<file path="src/verilog/acs_pkg.sv">
// Constants, types and state layout for converter sequencing and serial port
// Summary of operation
// - Conversion lasts exactly 18 master clocks, busy throughout
// - Full self-calibration lasts 125013 master clocks
// - DAC plus full-scale calibration lasts 111114 clocks
// - System offset calibration lasts 13899 master clocks
// - Calibration start raises busy within 2.5 clocks
// - Falling convert start begins conversion, raises busy
// - Serial output undriven until frame sync falls
// - Frame sync rising releases serial output line
// - Incoming serial data sampled on rising clock
// - Outgoing bit updated after falling serial clock
// - Bidirectional pin becomes output after rising clock
// - Pin returns input after rising clock; host waits
package acs_pkg;

	//----------------------------------------------------------------
	// Timing
	//----------------------------------------------------------------
	localparam int CLK_NS = 25;
	localparam int MCLK_TYP_NS = 250;
	localparam logic [16:0] CONV_CYC = 17'h00012;
	localparam logic [16:0] CAL_FULL_CYC = 17'h1E855;
	localparam logic [16:0] CAL_DACFS_CYC = 17'h1B20A;
	localparam logic [16:0] CAL_OFFS_CYC = 17'h0364B;
	// Typical figures at a 4 MHz master clock, for reference only
	localparam real CAL_FULL_MS = 31.25;
	localparam real CAL_DACFS_MS = 27.78;
	localparam real CAL_OFFS_MS = 3.47;
	localparam real BUSY_RISE_MCLK = 2.5;
	localparam int BUSY_RISE_MAX_CYC = int'($floor(BUSY_RISE_MCLK * MCLK_TYP_NS / CLK_NS));
	localparam real CNV_LOW_MIN_NS = 100.0;
	localparam int CNV_LOW_MIN_CYC = int'($ceil(CNV_LOW_MIN_NS / CLK_NS));
	localparam real ACQ_MIN_NS = 400.0;
	localparam int ACQ_MIN_CYC = int'($ceil(ACQ_MIN_NS / CLK_NS));

	//----------------------------------------------------------------
	// Serial framing
	//----------------------------------------------------------------
	localparam logic [4:0] RX_LAST_BIT = 5'h0F;
	localparam logic [4:0] TX_LAST_BIT = 5'h1F;
	localparam logic [3:0] TX_PAD = 4'h0;

	//----------------------------------------------------------------
	// Types
	//----------------------------------------------------------------
	typedef struct packed {
		logic mclk;
		logic cnv_n;
		logic cal;
		logic fsync;
		logic sclk;
		logic din;
	} acs_pins_t;

	localparam acs_pins_t PINS_IDLE = '{mclk: 1'h0, cnv_n: 1'h1, cal: 1'h0, fsync: 1'h1, sclk: 1'h0, din: 1'h0};

	typedef enum logic [1:0] {CAL_FULL, CAL_DACFS, CAL_OFFS} acs_cal_t;
	typedef enum logic [1:0] {SEQ_IDLE, SEQ_CONV, SEQ_CALW, SEQ_CAL} acs_seq_t;

	typedef struct packed {
		acs_pins_t s1;
		acs_pins_t s2;
		acs_pins_t s3;
		acs_pins_t filt;
		acs_seq_t seq;
		acs_cal_t mode;
		logic [16:0] cnt;
		logic busy;
		logic done;
		logic [11:0] result;
		logic frame;
		logic fbidir;
		logic dout_en;
		logic din_drv;
		logic armed;
		logic [4:0] bits;
		logic [15:0] tx;
		logic [15:0] rx;
		logic [15:0] rx_word;
		logic rx_valid;
	} acs_st_t;

	localparam acs_st_t ST_RST = '{s1: PINS_IDLE, s2: PINS_IDLE, s3: PINS_IDLE, filt: PINS_IDLE,
		seq: SEQ_IDLE, mode: CAL_FULL, default: '0};

endpackage : acs_pkg
</file>
<file path="src/verilog/acs_conv_serial.sv">
// Converter conversion/calibration sequencer and serial port edge logic
`timescale 1ns/1ps
module acs_conv_serial #(
	parameter logic [16:0] CAL_FULL_CYC_P = acs_pkg::CAL_FULL_CYC,
	parameter logic [16:0] CAL_DACFS_CYC_P = acs_pkg::CAL_DACFS_CYC,
	parameter logic [16:0] CAL_OFFS_CYC_P = acs_pkg::CAL_OFFS_CYC
) (
	// Clock and reset
	input wire logic clock_i,
	input wire logic nrst_i,
	// Host pins, asynchronous to clock_i
	input wire acs_pkg::acs_pins_t pins_i,
	// Static configuration
	input wire acs_pkg::acs_cal_t cal_mode_i,
	input wire logic bidir_mode_i,
	// Converter core
	input wire logic [11:0] conv_result_i,
	output logic busy_o,
	output logic conv_done_o,
	// Serial pins
	output logic dout_o,
	output logic dout_oe_n_o,
	output logic din_o,
	output logic din_oe_n_o,
	// Received control word
	output logic [15:0] rx_word_o,
	output logic rx_valid_o
);

	//----------------------------------------------------------------
	// Decoding
	//----------------------------------------------------------------
	function automatic logic [16:0] cal_len(input acs_pkg::acs_cal_t m);
		case (m)
			acs_pkg::CAL_DACFS: cal_len = CAL_DACFS_CYC_P;
			acs_pkg::CAL_OFFS: cal_len = CAL_OFFS_CYC_P;
			default: cal_len = CAL_FULL_CYC_P;
		endcase
	endfunction : cal_len

	// Illegal mode codes behave as a full self-calibration
	function automatic logic is_self_cal(input acs_pkg::acs_cal_t m);
		is_self_cal = (m != acs_pkg::CAL_DACFS) && (m != acs_pkg::CAL_OFFS);
	endfunction : is_self_cal

	acs_pkg::acs_st_t st_r;
	acs_pkg::acs_st_t st_nxt;
	acs_pkg::acs_pins_t filt_nxt;
	acs_pkg::acs_pins_t rise;
	acs_pkg::acs_pins_t fall;

	//----------------------------------------------------------------
	// Pin filtering
	//----------------------------------------------------------------
	// A level is taken only once the second and third stages agree
	assign filt_nxt = acs_pkg::acs_pins_t'((~(st_r.s2 ^ st_r.s3) & st_r.s3) | ((st_r.s2 ^ st_r.s3) & st_r.filt));
	assign rise = acs_pkg::acs_pins_t'(filt_nxt & ~st_r.filt);
	assign fall = acs_pkg::acs_pins_t'(~filt_nxt & st_r.filt);

	//----------------------------------------------------------------
	// Next state
	//----------------------------------------------------------------
	always_comb begin
		st_nxt = st_r;
		st_nxt.s1 = pins_i;
		st_nxt.s2 = st_r.s1;
		st_nxt.s3 = st_r.s2;
		st_nxt.filt = filt_nxt;
		st_nxt.done = 1'h0;
		st_nxt.rx_valid = 1'h0;

		unique case (st_r.seq)
			acs_pkg::SEQ_IDLE: begin
				if (fall.cnv_n) begin
					st_nxt.seq = acs_pkg::SEQ_CONV;
					st_nxt.busy = 1'h1;
					st_nxt.cnt = acs_pkg::CONV_CYC;
				end else if (rise.cal) begin
					st_nxt.mode = cal_mode_i;
					if (is_self_cal(cal_mode_i)) begin
						st_nxt.seq = acs_pkg::SEQ_CAL;
						st_nxt.busy = 1'h1;
						st_nxt.cnt = cal_len(cal_mode_i);
					end else begin
						// System calibrations wait for the host to start the step
						st_nxt.seq = acs_pkg::SEQ_CALW;
					end
				end
			end
			acs_pkg::SEQ_CALW: begin
				if (fall.cnv_n) begin
					st_nxt.seq = acs_pkg::SEQ_CAL;
					st_nxt.busy = 1'h1;
					st_nxt.cnt = cal_len(st_r.mode);
				end
			end
			acs_pkg::SEQ_CONV, acs_pkg::SEQ_CAL: begin
				// Convert start edges are not looked at here
				if (rise.mclk) begin
					st_nxt.cnt = st_r.cnt - 17'h00001;
					if (st_r.cnt == 17'h00001) begin
						st_nxt.seq = acs_pkg::SEQ_IDLE;
						st_nxt.busy = 1'h0;
						st_nxt.done = 1'h1;
						if (st_r.seq == acs_pkg::SEQ_CONV) begin
							st_nxt.result = conv_result_i;
						end
					end
				end
			end
		endcase

		if (fall.fsync) begin
			st_nxt.frame = 1'h1;
			st_nxt.bits = 5'h00;
			st_nxt.armed = 1'h0;
			st_nxt.fbidir = bidir_mode_i;
			st_nxt.dout_en = ~bidir_mode_i;
			st_nxt.din_drv = 1'h0;
			st_nxt.tx = {acs_pkg::TX_PAD, st_r.result};
		end else if (rise.fsync) begin
			st_nxt.frame = 1'h0;
			st_nxt.dout_en = 1'h0;
			st_nxt.din_drv = 1'h0;
		end else if (st_r.frame) begin
			if (rise.sclk) begin
				st_nxt.bits = st_r.bits + 5'h01;
				st_nxt.armed = 1'h1;
				if (!st_r.din_drv && st_r.bits <= acs_pkg::RX_LAST_BIT) begin
					st_nxt.rx = {st_r.rx[14:0], filt_nxt.din};
				end
				if (!st_r.din_drv && st_r.bits == acs_pkg::RX_LAST_BIT) begin
					st_nxt.rx_word = {st_r.rx[14:0], filt_nxt.din};
					st_nxt.rx_valid = 1'h1;
					if (st_r.fbidir) begin
						// Turn the pin round and present the MSB at once
						st_nxt.din_drv = 1'h1;
						st_nxt.armed = 1'h0;
						st_nxt.tx = {acs_pkg::TX_PAD, st_r.result};
					end
				end
				if (st_r.din_drv && st_r.bits == acs_pkg::TX_LAST_BIT) begin
					st_nxt.din_drv = 1'h0;
				end
			end else if (fall.sclk && st_r.armed) begin
				// Shift only after a rising edge, so a leading falling edge keeps the MSB
				st_nxt.tx = {st_r.tx[14:0], 1'h0};
				st_nxt.armed = 1'h0;
			end
		end
	end

	//----------------------------------------------------------------
	// State register
	//----------------------------------------------------------------
	always_ff @(posedge clock_i or negedge nrst_i) begin
		if (!nrst_i) begin
			st_r <= acs_pkg::ST_RST;
		end else begin
			st_r <= st_nxt;
		end
	end

	assign busy_o = st_r.busy;
	assign conv_done_o = st_r.done;
	assign dout_o = st_r.tx[15];
	assign din_o = st_r.tx[15];
	assign dout_oe_n_o = ~st_r.dout_en;
	assign din_oe_n_o = ~st_r.din_drv;
	assign rx_word_o = st_r.rx_word;
	assign rx_valid_o = st_r.rx_valid;

	//----------------------------------------------------------------
	// Checks
	//----------------------------------------------------------------
	localparam int BUSY_MAX = acs_pkg::BUSY_RISE_MAX_CYC;

	// Independent count of master clock rises while busy
	logic [16:0] h_mcnt_r;
	always_ff @(posedge clock_i or negedge nrst_i) begin
		if (!nrst_i) begin
			h_mcnt_r <= 17'h00000;
		end else if (!st_r.busy) begin
			h_mcnt_r <= 17'h00000;
		end else if (rise.mclk) begin
			h_mcnt_r <= h_mcnt_r + 17'h00001;
		end
	end

	property p_conv_len;
		@(posedge clock_i) disable iff (!nrst_i)
		$fell(busy_o) && $past(st_r.seq) == acs_pkg::SEQ_CONV |-> h_mcnt_r == acs_pkg::CONV_CYC;
	endproperty
	a_conv_len: assert property (p_conv_len) else $error("conversion length wrong");

	property p_cal_full;
		@(posedge clock_i) disable iff (!nrst_i)
		$fell(busy_o) && $past(st_r.seq) == acs_pkg::SEQ_CAL && is_self_cal(st_r.mode)
			|-> h_mcnt_r == CAL_FULL_CYC_P;
	endproperty
	a_cal_full: assert property (p_cal_full) else $error("self calibration length wrong");

	property p_cal_dacfs;
		@(posedge clock_i) disable iff (!nrst_i)
		$fell(busy_o) && $past(st_r.seq) == acs_pkg::SEQ_CAL && st_r.mode == acs_pkg::CAL_DACFS
			|-> h_mcnt_r == CAL_DACFS_CYC_P;
	endproperty
	a_cal_dacfs: assert property (p_cal_dacfs) else $error("full-scale calibration length wrong");

	property p_cal_offs;
		@(posedge clock_i) disable iff (!nrst_i)
		$fell(busy_o) && $past(st_r.seq) == acs_pkg::SEQ_CAL && st_r.mode == acs_pkg::CAL_OFFS
			|-> h_mcnt_r == CAL_OFFS_CYC_P;
	endproperty
	a_cal_offs: assert property (p_cal_offs) else $error("offset calibration length wrong");

	property p_cal_busy;
		@(posedge clock_i) disable iff (!nrst_i)
		(st_r.seq == acs_pkg::SEQ_IDLE && rise.cal && !fall.cnv_n && is_self_cal(cal_mode_i))
			|| (st_r.seq == acs_pkg::SEQ_CALW && fall.cnv_n) |-> ##[1:BUSY_MAX] busy_o;
	endproperty
	a_cal_busy: assert property (p_cal_busy) else $error("busy late after calibration start");

	property p_conv_start;
		@(posedge clock_i) disable iff (!nrst_i)
		st_r.seq == acs_pkg::SEQ_IDLE && fall.cnv_n
			|=> busy_o && st_r.seq == acs_pkg::SEQ_CONV && st_r.cnt == acs_pkg::CONV_CYC;
	endproperty
	a_conv_start: assert property (p_conv_start) else $error("conversion did not start");

	property p_dout_hiz;
		@(posedge clock_i) disable iff (!nrst_i)
		$fell(dout_oe_n_o) |-> $past(fall.fsync) && !st_r.filt.fsync;
	endproperty
	a_dout_hiz: assert property (p_dout_hiz) else $error("serial output driven outside frame");

	property p_release;
		@(posedge clock_i) disable iff (!nrst_i)
		rise.fsync |=> dout_oe_n_o && din_oe_n_o;
	endproperty
	a_release: assert property (p_release) else $error("line not released after frame sync");

	property p_sample;
		@(posedge clock_i) disable iff (!nrst_i)
		st_r.frame && rise.sclk && !fall.fsync && !rise.fsync && !st_r.din_drv && st_r.bits <= acs_pkg::RX_LAST_BIT
			|=> st_r.rx[0] == $past(filt_nxt.din);
	endproperty
	a_sample: assert property (p_sample) else $error("input bit not captured");

	property p_dout_upd;
		@(posedge clock_i) disable iff (!nrst_i)
		$changed(dout_o) && $past(st_r.frame) && !$past(fall.fsync) && !st_r.fbidir |-> $past(fall.sclk);
	endproperty
	a_dout_upd: assert property (p_dout_upd) else $error("output bit changed off falling clock");

	property p_din_out;
		@(posedge clock_i) disable iff (!nrst_i)
		$fell(din_oe_n_o) |-> $past(rise.sclk) && $past(st_r.bits) == acs_pkg::RX_LAST_BIT;
	endproperty
	a_din_out: assert property (p_din_out) else $error("pin turned to output off rising clock");

	property p_din_in;
		@(posedge clock_i) disable iff (!nrst_i)
		$rose(din_oe_n_o) |-> $past(rise.sclk) || $past(rise.fsync);
	endproperty
	a_din_in: assert property (p_din_in) else $error("pin released off rising clock");

	property p_done;
		@(posedge clock_i) disable iff (!nrst_i)
		$fell(busy_o) |-> conv_done_o ##1 !conv_done_o;
	endproperty
	a_done: assert property (p_done) else $error("end of interval not marked");

	property p_ignore;
		@(posedge clock_i) disable iff (!nrst_i)
		st_r.busy && fall.cnv_n && !rise.mclk |=> $stable(st_r.cnt) && $stable(st_r.seq);
	endproperty
	a_ignore: assert property (p_ignore) else $error("convert start acted on while busy");

	property p_conv_busy;
		@(posedge clock_i) disable iff (!nrst_i)
		st_r.seq == acs_pkg::SEQ_CONV |-> busy_o;
	endproperty
	a_conv_busy: assert property (p_conv_busy) else $error("busy low during conversion");

	property p_idle_free;
		@(posedge clock_i) disable iff (!nrst_i)
		st_r.seq == acs_pkg::SEQ_IDLE || st_r.seq == acs_pkg::SEQ_CALW |-> !busy_o;
	endproperty
	a_idle_free: assert property (p_idle_free) else $error("busy high with no interval running");

	property p_idle_hiz;
		@(posedge clock_i) disable iff (!nrst_i)
		!st_r.frame |-> dout_oe_n_o && din_oe_n_o;
	endproperty
	a_idle_hiz: assert property (p_idle_hiz) else $error("serial pin driven outside frame");

	c_conv: cover property (@(posedge clock_i) disable iff (!nrst_i)
		$fell(busy_o) && $past(st_r.seq) == acs_pkg::SEQ_CONV);
	c_cal: cover property (@(posedge clock_i) disable iff (!nrst_i)
		$fell(busy_o) && $past(st_r.seq) == acs_pkg::SEQ_CAL);
	c_rx: cover property (@(posedge clock_i) disable iff (!nrst_i) rx_valid_o);
	c_armed: cover property (@(posedge clock_i) disable iff (!nrst_i)
		st_r.seq == acs_pkg::SEQ_CALW && fall.cnv_n);
	c_turn: cover property (@(posedge clock_i) disable iff (!nrst_i) $fell(din_oe_n_o) ##[1:1000] $rose(din_oe_n_o));

endmodule : acs_conv_serial

</file>
<file path="config.mk">
export PLATFORM = sky130hd
export DESIGN_NAME = acs_conv_serial
export DESIGN_NICKNAME = d
export VERILOG_FILES = /design/src/verilog/acs_pkg.sv /design/src/verilog/acs_conv_serial.sv
export SDC_FILE = /design/constraint.sdc
export NUM_CORES = 1
export LEC_CHECK = 0
export BUFFER_PORTS_ARGS = -buffer_cell sky130_fd_sc_hd__buf_2
export CORE_AREA = 4 4 128 130
export CTS_BUF_LIST = sky130_fd_sc_hd__clkbuf_4 sky130_fd_sc_hd__clkbuf_8
export DETAILED_ROUTE_END_ITERATION = 12
export DIE_AREA = 0 0 132 134
export REMOVE_ABC_BUFFERS = 1
export SETUP_SLACK_MARGIN = 0.4
export SLEW_MARGIN = 20
export SYNTH_ARGS = -nofsm -noshare
export SYNTH_HDL_FRONTEND = slang
export SYNTH_SLANG_ARGS = --single-unit
export TNS_END_PERCENT = 1
</file>
<file path="constraint.sdc">
create_clock -name clock_i -period 5.1 [get_ports clock_i]
set_input_delay 0.255 -clock clock_i [delete_from_list [all_inputs] [get_ports clock_i]]
set_output_delay 0.255 -clock clock_i [all_outputs]
set_load 0.01 [all_outputs]
</file>
# [Yosys cells after proc, flatten, opt, wreduce, memory -nomap -nowiden]
# Index checks and enable logic that the tools add are counted.
[word_totals] regBits=118 latchBits=0 mem_bits_rw=0 romBits=0 output_inout_bits=23 wordCells=143 mem_count=0
[op_classes] n_addsub=2 multipliers=0 div_mod_pow=0 magnitude_cmp=1 eq_ne=20 n_shift=0 mux=38 bitwise_logic=15 n_reduce_logical=27
[op_table] operator="$mux 16" count=5
[op_table] operator="$pmux 17 s2" count=2
[op_table] operator="$mux 56" count=1
[op_table] operator="$mux 55" count=1
[op_table] operator="$mux 18" count=3
[op_table] operator="$pmux 18 s3" count=1
[op_table] operator="$mux 33" count=1
[op_table] operator="$mux 31" count=1
[op_table] operator="$mux 24" count=1
[op_table] operator="$mux 22" count=1
[op_table] operator="$reduce_and 5->1" count=4
[op_table] operator="$and 6x6->6" count=3
[op_table] operator="$eq 17x1->1 const B" count=1
[op_table] operator="$mux 17" count=1
[op_table] operator="$sub 17x1->17 const B" count=1
[op_table] operator="$reduce_and 4->1" count=4
[op_table] operator="$mux 14" count=1
[op_table] operator="$mux 13" count=1
[op_table] operator="$mux 12" count=1
[op_table] operator="$mux 2" count=6
[op_table] operator="$not 6->6" count=2
[op_table] operator="$mux 1" count=9
[op_table] operator="$reduce_and 3->1" count=3
[op_table] operator="$reduce_bool 3->1" count=3
[op_table] operator="24 further kinds" count=46

# [Depth between registers and ports, before layout]
# Gate-level depths: netlist of the first run.
[depth] depth_word=12 ltp_mapped=11

# [Least setup slack after synthesis of the first run]
# Ideal clock, no wire load.
[synth_timing] path_kind="reg-to-reg" from="register st_r[49] in the netlist's numbering" to="register st_r[17] in the netlist's numbering" setup_ns=0.125 arrival_ns=2.165 setup_slack_ns=2.810 stages_incl_launch_ff=7 synth_period_minus_slack_ns=2.290 cell_sequence="dfrtp_1 > ha_1 > and3_1 > ha_1 > o211ai_1 > clkbuf_1 > mux2_2"
[synth_via] elab_chain_len=3
[synth_rtl] item="start: declaration" line="acs_conv_serial.sv:46" source="acs_pkg::acs_st_t st_r;"
[synth_rtl] item="start signal: assignment" line="acs_conv_serial.sv:158" source="st_r <= acs_pkg::ST_RST;"
[synth_rtl] item="start signal: assignment" line="acs_conv_serial.sv:160" source="st_r <= st_nxt;"
[synth_rtl] item="$le 5x4->1" line="acs_conv_serial.sv:129" source="if (!st_r.din_drv && st_r.bits <= acs_pkg::RX_LAST_BIT) begin"
[synth_rtl] item="$logic_and 1x1->1" line="acs_conv_serial.sv:129"
[synth_rtl] item="$reduce_and 5->1 (no line)"
# Every way passes these cells.
# A chain may end at the register's enable or synchronous reset.

# [Worst setup path after layout of the first run]
[layout_timing] from="register st_r[92] in the netlist's numbering" to="register st_r[65] in the netlist's numbering"
[layout_via] elab_chain_len=3 elab_cells_between_ends=4 classes_between="eq/ne (2); reduce/logical (2)"
[layout_rtl] item="$eq 2x1->1 / $eq 2x2->1 (equally long branches)" line="acs_conv_serial.sv:72, acs_conv_serial.sv:105"
[layout_rtl] item="$reduce_or 2->1" line="acs_conv_serial.sv:72" source="unique case (st_r.seq)"
[layout_rtl] item="$reduce_and 4->1 (no line) (*)"
# Every way passes the cells marked *; elsewhere a longest branch is shown, timed or not.

==> out/metrics.csv, run 1 <==
metric,value,unit
ys_warn_count,0,
skew,0.00578,ns
drt_iter0_markers,227,
setup_tns,0,ns
cts_hold_buf,7,
tightest_slew,1.02,ns
status,completed,
n_antenna_cell,0,
p_leak,2.84,nW
clock_latency,0.42,ns
peakVddDrop,0.000217,V
core,0.0151,sq mm
synth.yosys.seq_area_share,55.6,%
grt_pass1_wl,18100,um
clock_sinks,117,
cts_tree,built,
firstDrtPassIters,4,
max_freq,367,MHz
overflow,0,
power_switching,0.642,mW
timing.rr.end,st_r[65],
hold_viol,0,
ys_ff_latch,117,
ys.flop_type,dfrtp_1,
worstSetupEndpoint,st_r[65],
die_h,134,um
cts_resized,0,
relSlewSlack,31.3,%
drt-total-wl,10500,um
reg2regPathDepth,4,
setup.worst_path.start,st_r[92],
finalMaxSlewViolations,0,
required,5.41,ns
wl_per_cell,14.7,um
synth-edff-count,0,
antenna_found_initial,0,
drv_cap,0,
start_util,34.9,%
cts-root-buf,clkbuf_8,
grt_usage,12.5,%
grt_max_degree,63,
synth_mux_area_share,9.56,%
swShare,26.5,%
area_growth,15.7,%
synth-compound-area-share,13.4,%
ant_nets,0,
drive_above_1_share,27.3,%
nets,546,
yosys.area_share.simple,12.3,%
drc,0,
clkTransAtPathRegs,0.07,ns
r2r-start,st_r[92],
synth_xor_area_share,0,%
die_area,0.0177,sq mm
synthAdderAreaFrac,3.79,%
p_clk_share,40.1,%
synth.avg_cell_area,11.2,sq um
gp_congestion,0.876,
holdPathStages,2,
syn_area,0.00529,sq mm
synth_area_leaders,"dfrtp_1, mux2_2, dfstp_2, ha_1, o21ai_0",
vias_per_cell,5.11,
clock_path_buffers,2,
hold_slack,0.0445,ns
hpwl,7030,um
post_cts_buffers,0,
arrival,3.04,ns
yosysUniqueCellTypes,58,
path_class,reg -> reg,
period_share,53.5,%
r2r_slack,2.37,ns
fin_ws,2.37,ns
power,2.42,mW
cp-start-kind,flip-flop,
hold_path.class,in -> reg,
num_vias,3636,
internal_power,1.78,mW
powerDensity,396,mW/mm^2
htree_levels,4,
rsz0062_at_grt,false,
synth_top_cell_area_share,51.6,%
path_max_fanout,17,
synth_top_family_by_area,compound AO/OA/AOI/OAI gates,
p_seq_share,47.3,%
min_period,2.73,ns
async_flop_share,100,%
report.final.setup_viol,0,
grt_pass1_vias,3654,
syn-instance-count,471,
pwr-share-comb,12.6,%
post-place-ws,2.34,ns
yosysTopAreaCell,dfrtp_1,
worst_setup_path_end_kind,flip-flop,
io_buffers,45,
numCtsBuffers,17,
io_pins,46,
row_count,45,
dieWidth,132,um
==> synthesized netlist by cell type, types with 4 or more instances <==
master / number
dfrtp_1: 109
nand4_1: 4
mux2_2: 44
maj3_1: 5
o31ai_1: 5
ha_1: 12
nand2b_1: 6
a21oi_1: 28
nand3_1: 12
nor3_1: 13
a31oi_1: 7
inv_1: 20
clkbuf_1: 14
dfstp_2: 8
nor2_1: 37
nand2_1: 28
a22oi_1: 13
buf_4: 17
o21ai_0: 29
==> power groups by stage <==
stage / sequential (mW) / combinational [mW] / clock (mW)
6_report: 1.15 / 0.306 / 0.971
5_1_grt: 1.17 / 0.355 / 1.05
4_1_cts: 1.14 / 0.306 / 1.01
3_5_place_dp: 1.16 / 0.300 / 0
3_3_place_gp: 1.16 / 0.291 / 0
2_1_floorplan: 1.13 / 0.214 / 0
==> cells by family (layout without fill, tap and decap cells) <==
logic type,count (synthesis),after routing
AOI/OAI and AO/OA,112,112
adders and majority gates,17,17
buffers and inverters,55,108
DFF,117,117
muxes,45,45
and+or+nand+nor,125,125
==> through the flow <==
step           utilization [%]  area [sq um]  cells
2_1_floorplan                -          5080    437
3_3_place_gp              36.8          5570    673
4_1_cts                   40.3          6110    712
3_5_place_dp              36.8          5570    673
5_1_grt                   40.4          6120    712
6_report                  40.4          6120    712
==> flip-flops by register name, summed over array words and instances (netlist names) <==
register,count
din_o,1
busy_o,1
conv_done_o,1
rx_word_o,16
rx_valid_o,1
st_nxt,12
st_r,85
==> critical path, cell delays in order, from the launching register on <==
cell and delay [ns]:
dfrtp_1 0.61, inv_2 0.12, or3_2 0.69, nor4_4 0.76
mux2_2 0.42
==> layout make-up <==
cell class                      count  area (sq um)
Fill cell                        1437          9030
Inverter                           21          78.8
Sequential cell                   117          2940
Tap cell                          188           235
Clock inverter                      7           143
Timing Repair Buffer               55           320
Multi-Input combinational cell    299          2080
Clock buffer                       25           325
==> per-layer routing <==
layer | wire [um] | up-vias | track usage [%]
met5 | 0 | - | 0
met4 | 95 | 0 | 4.55
met3 | 371 | 6 | 4.16
met2 | 5010 | 66 | 19.6
met1 | 5000 | 1811 | 16.3
li1 | - | 1753 | -
==> cells in the final DEF (no fill, tap or decap), types with 3 or more instances in the layout <==
master / netlist / layout
buf_2: 0 / 44
nor3_1: 13 / 13
a22oi_1: 13 / 13
a21o_1: 3 / 3
inv_1: 20 / 20
clkinvlp_4: 0 / 3
o31ai_1: 5 / 4
o21ai_0: 29 / 29
bufinv_16: 0 / 4
nand3_1: 12 / 12
clkbuf_4: 0 / 3
nand4_1: 4 / 4
dfstp_2: 8 / 8
clkbuf_8: 0 / 22
mux2_2: 44 / 44
nor2_1: 37 / 37
nand2b_1: 6 / 6
dfrtp_1: 109 / 109
buf_4: 17 / 4
o22ai_1: 3 / 3
dlygate4sd3_1: 0 / 7
nand2_1: 28 / 28
a21oi_1: 28 / 27
a31oi_1: 7 / 7
nor3b_1: 3 / 3
o31a_1: 3 / 3
maj3_1: 5 / 5
ha_1: 12 / 12
==> how the worst min path moves through the flow <==
| stage | slack, ns | end | from |
|---|---|---|---|
| finish | 0.04 | st_r[56] | bidir_mode_i |
| CTS | 0.004 | st_r[56] | bidir_mode_i |
| detailed placement | 0.34 | st_nxt[103] | st_nxt[109] |
| global route | 0.02 | st_r[64] | conv_result_i[5] |
| floorplan | -0.04 | busy_o | nrst_i |
| global placement | 0.34 | st_nxt[100] | st_nxt[106] |
No activity file was read; power rests on OpenSTA's default activity.
==> inputs of run 2 (changes only) <==
==> constraint.sdc (replaced) <==
create_clock -name clock_i -period 2.5 [get_ports clock_i]
set_input_delay 0.125 -clock clock_i [delete_from_list [all_inputs] [get_ports clock_i]]
set_output_delay 0.125 -clock clock_i [all_outputs]
set_load 0.01 [all_outputs]
==> run 2 against run 1 <==
First-iteration DRC count up 17%. Global-route usage increased by 0.64 points. Sequential share of layout area decreased by 1.9 points. Sequential power grew 100%. Combinational power grew 140%. Setup slack worse by 2.1 ns. Critical path type unchanged. Count of clock-buffer cells in the layout is 2 lower.
==> out/metrics.csv, run 2 (synthesis results as in run 1) <==
metric,value,unit
status,completed,
top_register,st_r,
top_usage_layer,met2,
final_common_cell,dfrtp_1,
period_share,88.8,%
min-delay-start,cal_mode_i[1],
vias_per_cell,5.19,
overflow,0,
peakVddDrop,0.000463,V
postLayoutCoreUtil,42.0,%
drt-total-wl,11000,um
firstDrtPassIters,5,
holdPathStages,3,
drc,0,
row_count,45,
clock_latency,0.43,ns
gp_congestion,0.859,
drt_iter0_markers,265,
clock_sinks,117,
die_h,134,um
max_freq,451,MHz
worst_setup_path_end_kind,flip-flop,
finalMaxSlewViolations,0,
skew,0.0147,ns
area_growth,20.4,%
io_pins,46,
num_vias,3848,
r2r-start,st_r[88],
cts-root-buf,clkbuf_8,
min_period,2.22,ns
io_buffers,45,
timing.rr.end,st_r[65],
grt_pass1_vias,3968,
min_to,st_r[91],
htree_levels,4,
clkTransAtPathRegs,0.06,ns
arrival,2.52,ns
powerDensity,777,mW/mm^2
largest_register_ffs,85,
gr-usage-met1,17.2,%
antenna_found_initial,0,
ant_nets,0,
report.final.setup_viol,0,
path_cells,or4_1 > or3_4 > nor4_4 > buf_6 > mux2_2,
setup_tns,0,ns
r2r_slack,0.28,ns
start_util,34.9,%
cp-start-kind,flip-flop,
grt_max_degree,52,
p_leak,2.98,nW
grt_usage,13.2,%
gr-usage-met3,3.86,%
layout_common_cells,"dfrtp_1, mux2_2, buf_2, nor2_1, o21ai_0",
hold_viol,0,
cp_slowest_cell,or4_1,
n_antenna_cell,0,
reg2regPathDepth,5,
clock_path_buffers,2,
hold_path.class,in -> reg,
grt_pass1_wl,19100,um
grt.met2_usage,21.0,%
nets,576,
relSlewSlack,61.7,%
core,0.0151,sq mm
drive_above_1_share,29.1,%
die_area,0.0177,sq mm
rsz0062_at_grt,true,
cts_tree,built,
numCtsBuffers,17,
dieWidth,132,um
hpwl,7450,um
required,2.80,ns
nFillCells,1433,
path_class,reg -> reg,
path_max_fanout,6,
cp_slowest_stage_delay,0.53,ns
wl_per_cell,14.9,um
tightest_slew,0.574,ns
drv_cap,0,
## run 2: changes by cell type in the layout (fill, tap and decap cells not counted), sizes merged
cell         delta
clkinvlp        -2
clkbuf          -2
clkinv          +4
dlygate4sd3    +14
buf            +16
## run 2: per-stage QoR
stage / area [sq um] / hold WS, ns / total power [mW] / setup WS [ns] / cells
2_1_floorplan: 5080 / -0.171 / 2.75 / -0.0555 / 437
3_3_place_gp: 5680 / 0.142 / 2.99 / 0.287 / 686
3_5_place_dp: 5680 / 0.157 / 3.02 / 0.274 / 686
4_1_cts: 6360 / 0.00979 / 5.00 / 0.286 / 742
5_1_grt: 6370 / 0.0350 / 5.21 / 0.231 / 742
6_report: 6370 / 0.0219 / 4.95 / 0.281 / 742
## run 2: cell type report
class | instances | area [sq um] | area share [%]
Sequential cell | 117 | 2940 | 46.1
Clock inverter | 9 | 155 | 2.44
Clock buffer | 23 | 285 | 4.48
Tap cell | 188 | 235 | 3.69
Timing Repair Buffer | 85 | 601 | 9.43
Multi-Input combinational cell | 299 | 2070 | 32.6
Inverter | 21 | 78.8 | 1.24
## run 2: worst max-delay path, delay by kind of cell, from the launching register on
family,cells,cell delay [ns]
buffers and inverters,1,0.19
flip-flops,1,0.41
multiplexers,1,0.34
AND/OR/NAND/NOR,3,1.16
## run 2: routing by layer
layer  share of wire, %  vias to the layer above
met5                  0                        -
met4                1.3                        0
met3                4.9                       15
met2                 47                       91
met1                 47                     1937
li1                   -                     1805
## run 2: how the worst max path moves through the flow
stage | from | to | slack, ns | cells after the start
floorplan | st_r[49] | din_o | -0.06 | 6
global placement | st_r[81] | st_r[65] | 0.29 | 5
detailed placement | st_r[81] | st_r[63] | 0.27 | 5
CTS | st_r[88] | st_r[65] | 0.29 | 5
global route | st_r[88] | st_r[65] | 0.23 | 5
finish | st_r[88] | st_r[65] | 0.28 | 5
## run 2: power breakdown
part	total, mW	switching, mW	leakage, nW	internal [mW]
Sequential	2.31	0.193	1.50	2.11
Combinational	0.730	0.410	1.25	0.320
Clock	1.91	0.740	0.225	1.17
Total	4.95	1.34	2.98	3.60
## run 2: repair_timing
item,in CTS,in global routing
endpoints found under the setup margin,39,64
pin swaps,2,0
hold buffers,21,0
resized for setup,3,3
endpoints found under the hold margin,52,0
buffers inserted,2,0
gates cloned,1,0
==> inputs of run 3 (changes only) <==
--- a/config.mk
+++ b/config.mk
@@ -5,11 +5,12 @@
 export SDC_FILE = /design/constraint.sdc
 export NUM_CORES = 1
 export LEC_CHECK = 0
+export ABC_AREA = 1
 export BUFFER_PORTS_ARGS = -buffer_cell sky130_fd_sc_hd__buf_2
-export CORE_AREA = 4 4 128 130
+export CORE_AREA = 4 4 133 135
 export CTS_BUF_LIST = sky130_fd_sc_hd__clkbuf_4 sky130_fd_sc_hd__clkbuf_8
 export DETAILED_ROUTE_END_ITERATION = 12
-export DIE_AREA = 0 0 132 134
+export DIE_AREA = 0 0 137 139
 export REMOVE_ABC_BUFFERS = 1
 export SETUP_SLACK_MARGIN = 0.4
 export SLEW_MARGIN = 20
==> run 3 against run 2 <==
Combinational power is 14% higher. Worst hold slack improved by 0.23 ns. Sequential cell count unchanged. Non-clock buffer count is 8 lower. Critical path depth is 5 higher. Synthesized cell count grew 36%. Global-route usage shrank 0.47 points. Largest power group unchanged. Largest cell class unchanged. Cell count rose by 27%. Final area increased by 5.2%.
==> out/metrics.csv, run 3 <==
metric,value,unit
grt_pass1_vias,4036,
skew,0.0102,ns
synth.avg_cell_area,8.82,sq um
hold_viol,0,
cts_tree,built,
drt-total-wl,11200,um
clock_sinks,117,
ant_nets,0,
synth_area_leaders,"dfrtp_1, nand2_1, inv_1, dfstp_2, nand3_1",
gp_congestion,0.820,
die_h,139,um
drt_iter0_markers,278,
setup_tns,0,ns
synth.most_common_cell,nand2_1,
r2r-start,st_r[96],
drive_above_1_share,21.8,%
p_leak,3.31,nW
grt_usage,12.7,%
period_share,83.2,%
dp.cells,879,
rsz0062_at_grt,true,
grt_max_degree,49,
powerDensity,706,mW/mm^2
clock_latency,0.44,ns
start_util,34.3,%
arrival,2.40,ns
row_count,47,
antenna_found_initial,0,
numCtsBuffers,17,
wl_per_cell,11.9,um
synth-edff-count,0,
htree_levels,4,
min_period,2.08,ns
largest_register_ffs,85,
yosysTopAreaCell,dfrtp_1,
yosysUniqueCellTypes,40,
peakVddDrop,0.000368,V
area_growth,18.6,%
post-place-ws,0.198,ns
cp-start-kind,flip-flop,
hpwl,7520,um
vias_per_cell,4.50,
netlist_top_cells_count,"nand2_1, dfrtp_1, inv_1",
report.final.setup_viol,0,
layout_common_cells,"nand2_1, dfrtp_1, inv_1, buf_2, nand3_1",
io_buffers,45,
overflow,0,
n_antenna_cell,0,
ys.flop_type,dfrtp_1,
drc,0,
core,0.0165,sq mm
fin_area,0.00670,sq mm
final_common_cell,nand2_1,
ys_ff_latch,117,
dieWidth,137,um
drv_cap,0,
fin_cells,940,
path_class,reg -> reg,
die_area,0.0190,sq mm
cts-root-buf,clkbuf_8,
num_vias,4230,
top_register,st_r,
clkTransAtPathRegs,0.07,ns
nFillCells,1686,
firstDrtPassIters,4,
required,2.82,ns
synth.yosys.seq_area_share,52.0,%
relSlewSlack,58.5,%
async_flop_share,100,%
grt_pass1_wl,19400,um
max_freq,481,MHz
fin_ws,0.419,ns
synth_top_cell_area_share,48.3,%
timing.rr.end,st_r[17],
finalMaxSlewViolations,0,
status,completed,
reg2regPathDepth,10,
path_max_fanout,6,
r2r_slack,0.42,ns
ys_warn_count,0,
setup.worst_path.start,st_r[96],
io_pins,46,
tightest_slew,0.623,ns
syn_area,0.00565,sq mm
hold_path.class,in -> async,
placedInstanceArea,0.00595,sq mm
nets,742,
syn-instance-count,641,
clock_path_buffers,2,
power,4.73,mW
worst_setup_path_end_kind,flip-flop,
-- run 3: changes by cell type after synthesis, sizes merged, moves of 10 or more --
cell and change:
nor2 +14, clkbuf -13, buf +12, mux2 -44, o21ai +33, nor3 -10, inv +59, nand2 +159
nand3 +31, a21oi -16
-- run 3: cell type report --
type,count,area (sq um),area share [%]
sequential,117,2940,43.8
clock inverter,13,109,1.62
timing repair buffer,77,564,8.42
clock buffer,19,262,3.90
multi-input combinational,413,2240,33.5
inverter,81,308,4.59
tap,220,275,4.11
-- run 3: routing by layer --
metal  GRT usage (%)  wire, um  vias up  part of all wire (%)
met5               0         0        -                     0
met2            18.9      5040       67                    45
li1                -         -     2176                     -
met1            17.4      5460     1972                    49
met4            5.04       204        0                   1.8
met3            3.74       465       15                   4.2
-- run 3: power by group --
group,leakage [nW],internal [mW],switching [mW]
logic,1.69,0.319,0.511
clock network,0.175,0.826,0.773
registers,1.44,2.12,0.178
-- run 3: how the worst max path moves through the flow --
stage               end  slack [ns]  cells past startpoint
2_1_floorplan  st_r[24]         0.1                     11
3_3_place_gp   st_r[17]        0.29                     10
3_5_place_dp   st_r[19]        0.20                     10
4_1_cts        st_r[31]        0.35                     11
5_1_grt        st_r[24]        0.31                     11
6_report       st_r[17]        0.42                     10
-- run 3: cell families after synthesis --
kind of cell | share of synthesized area (%)
buffers and inverters | 10.2
adder cells (fa/ha/maj) | 3.37
AND/OR/NAND/NOR | 23.6
flip-flops | 52.0
AO/OA/AOI/OAI | 10.9
-- run 3: worst max-delay path: stages (launching register included) --
cell	delay (ns)
dfstp_2	0.56
inv_2	0.04
nand2_1	0.06
o21a_1	0.18
inv_2	0.07
ha_4	0.29
nand2_4	0.06
nor2_4	0.20
nand4_4	0.23
nand2_2	0.19
o21ai_0	0.09
-- run 3: what timing repair did --
action                                 4_1_cts  5_1_grt
endpoints found under the hold margin       64        0
hold buffers                                22        0
setup endpoints to repair                   48       48
gates cloned                                 1        2
resized for setup                            8       11
setup buffers                                0        4
pin swaps                                    1        8
-- run 3: stage by stage --
stage / hold slack [ns] / utilization [%]
after floorplan: -0.171 / -
after global routing: 0.291 / 40.7
after CTS: 0.234 / 40.0
after detailed placement: 0.192 / 36.2
after global placement: 0.187 / 36.2
final: 0.248 / 40.7
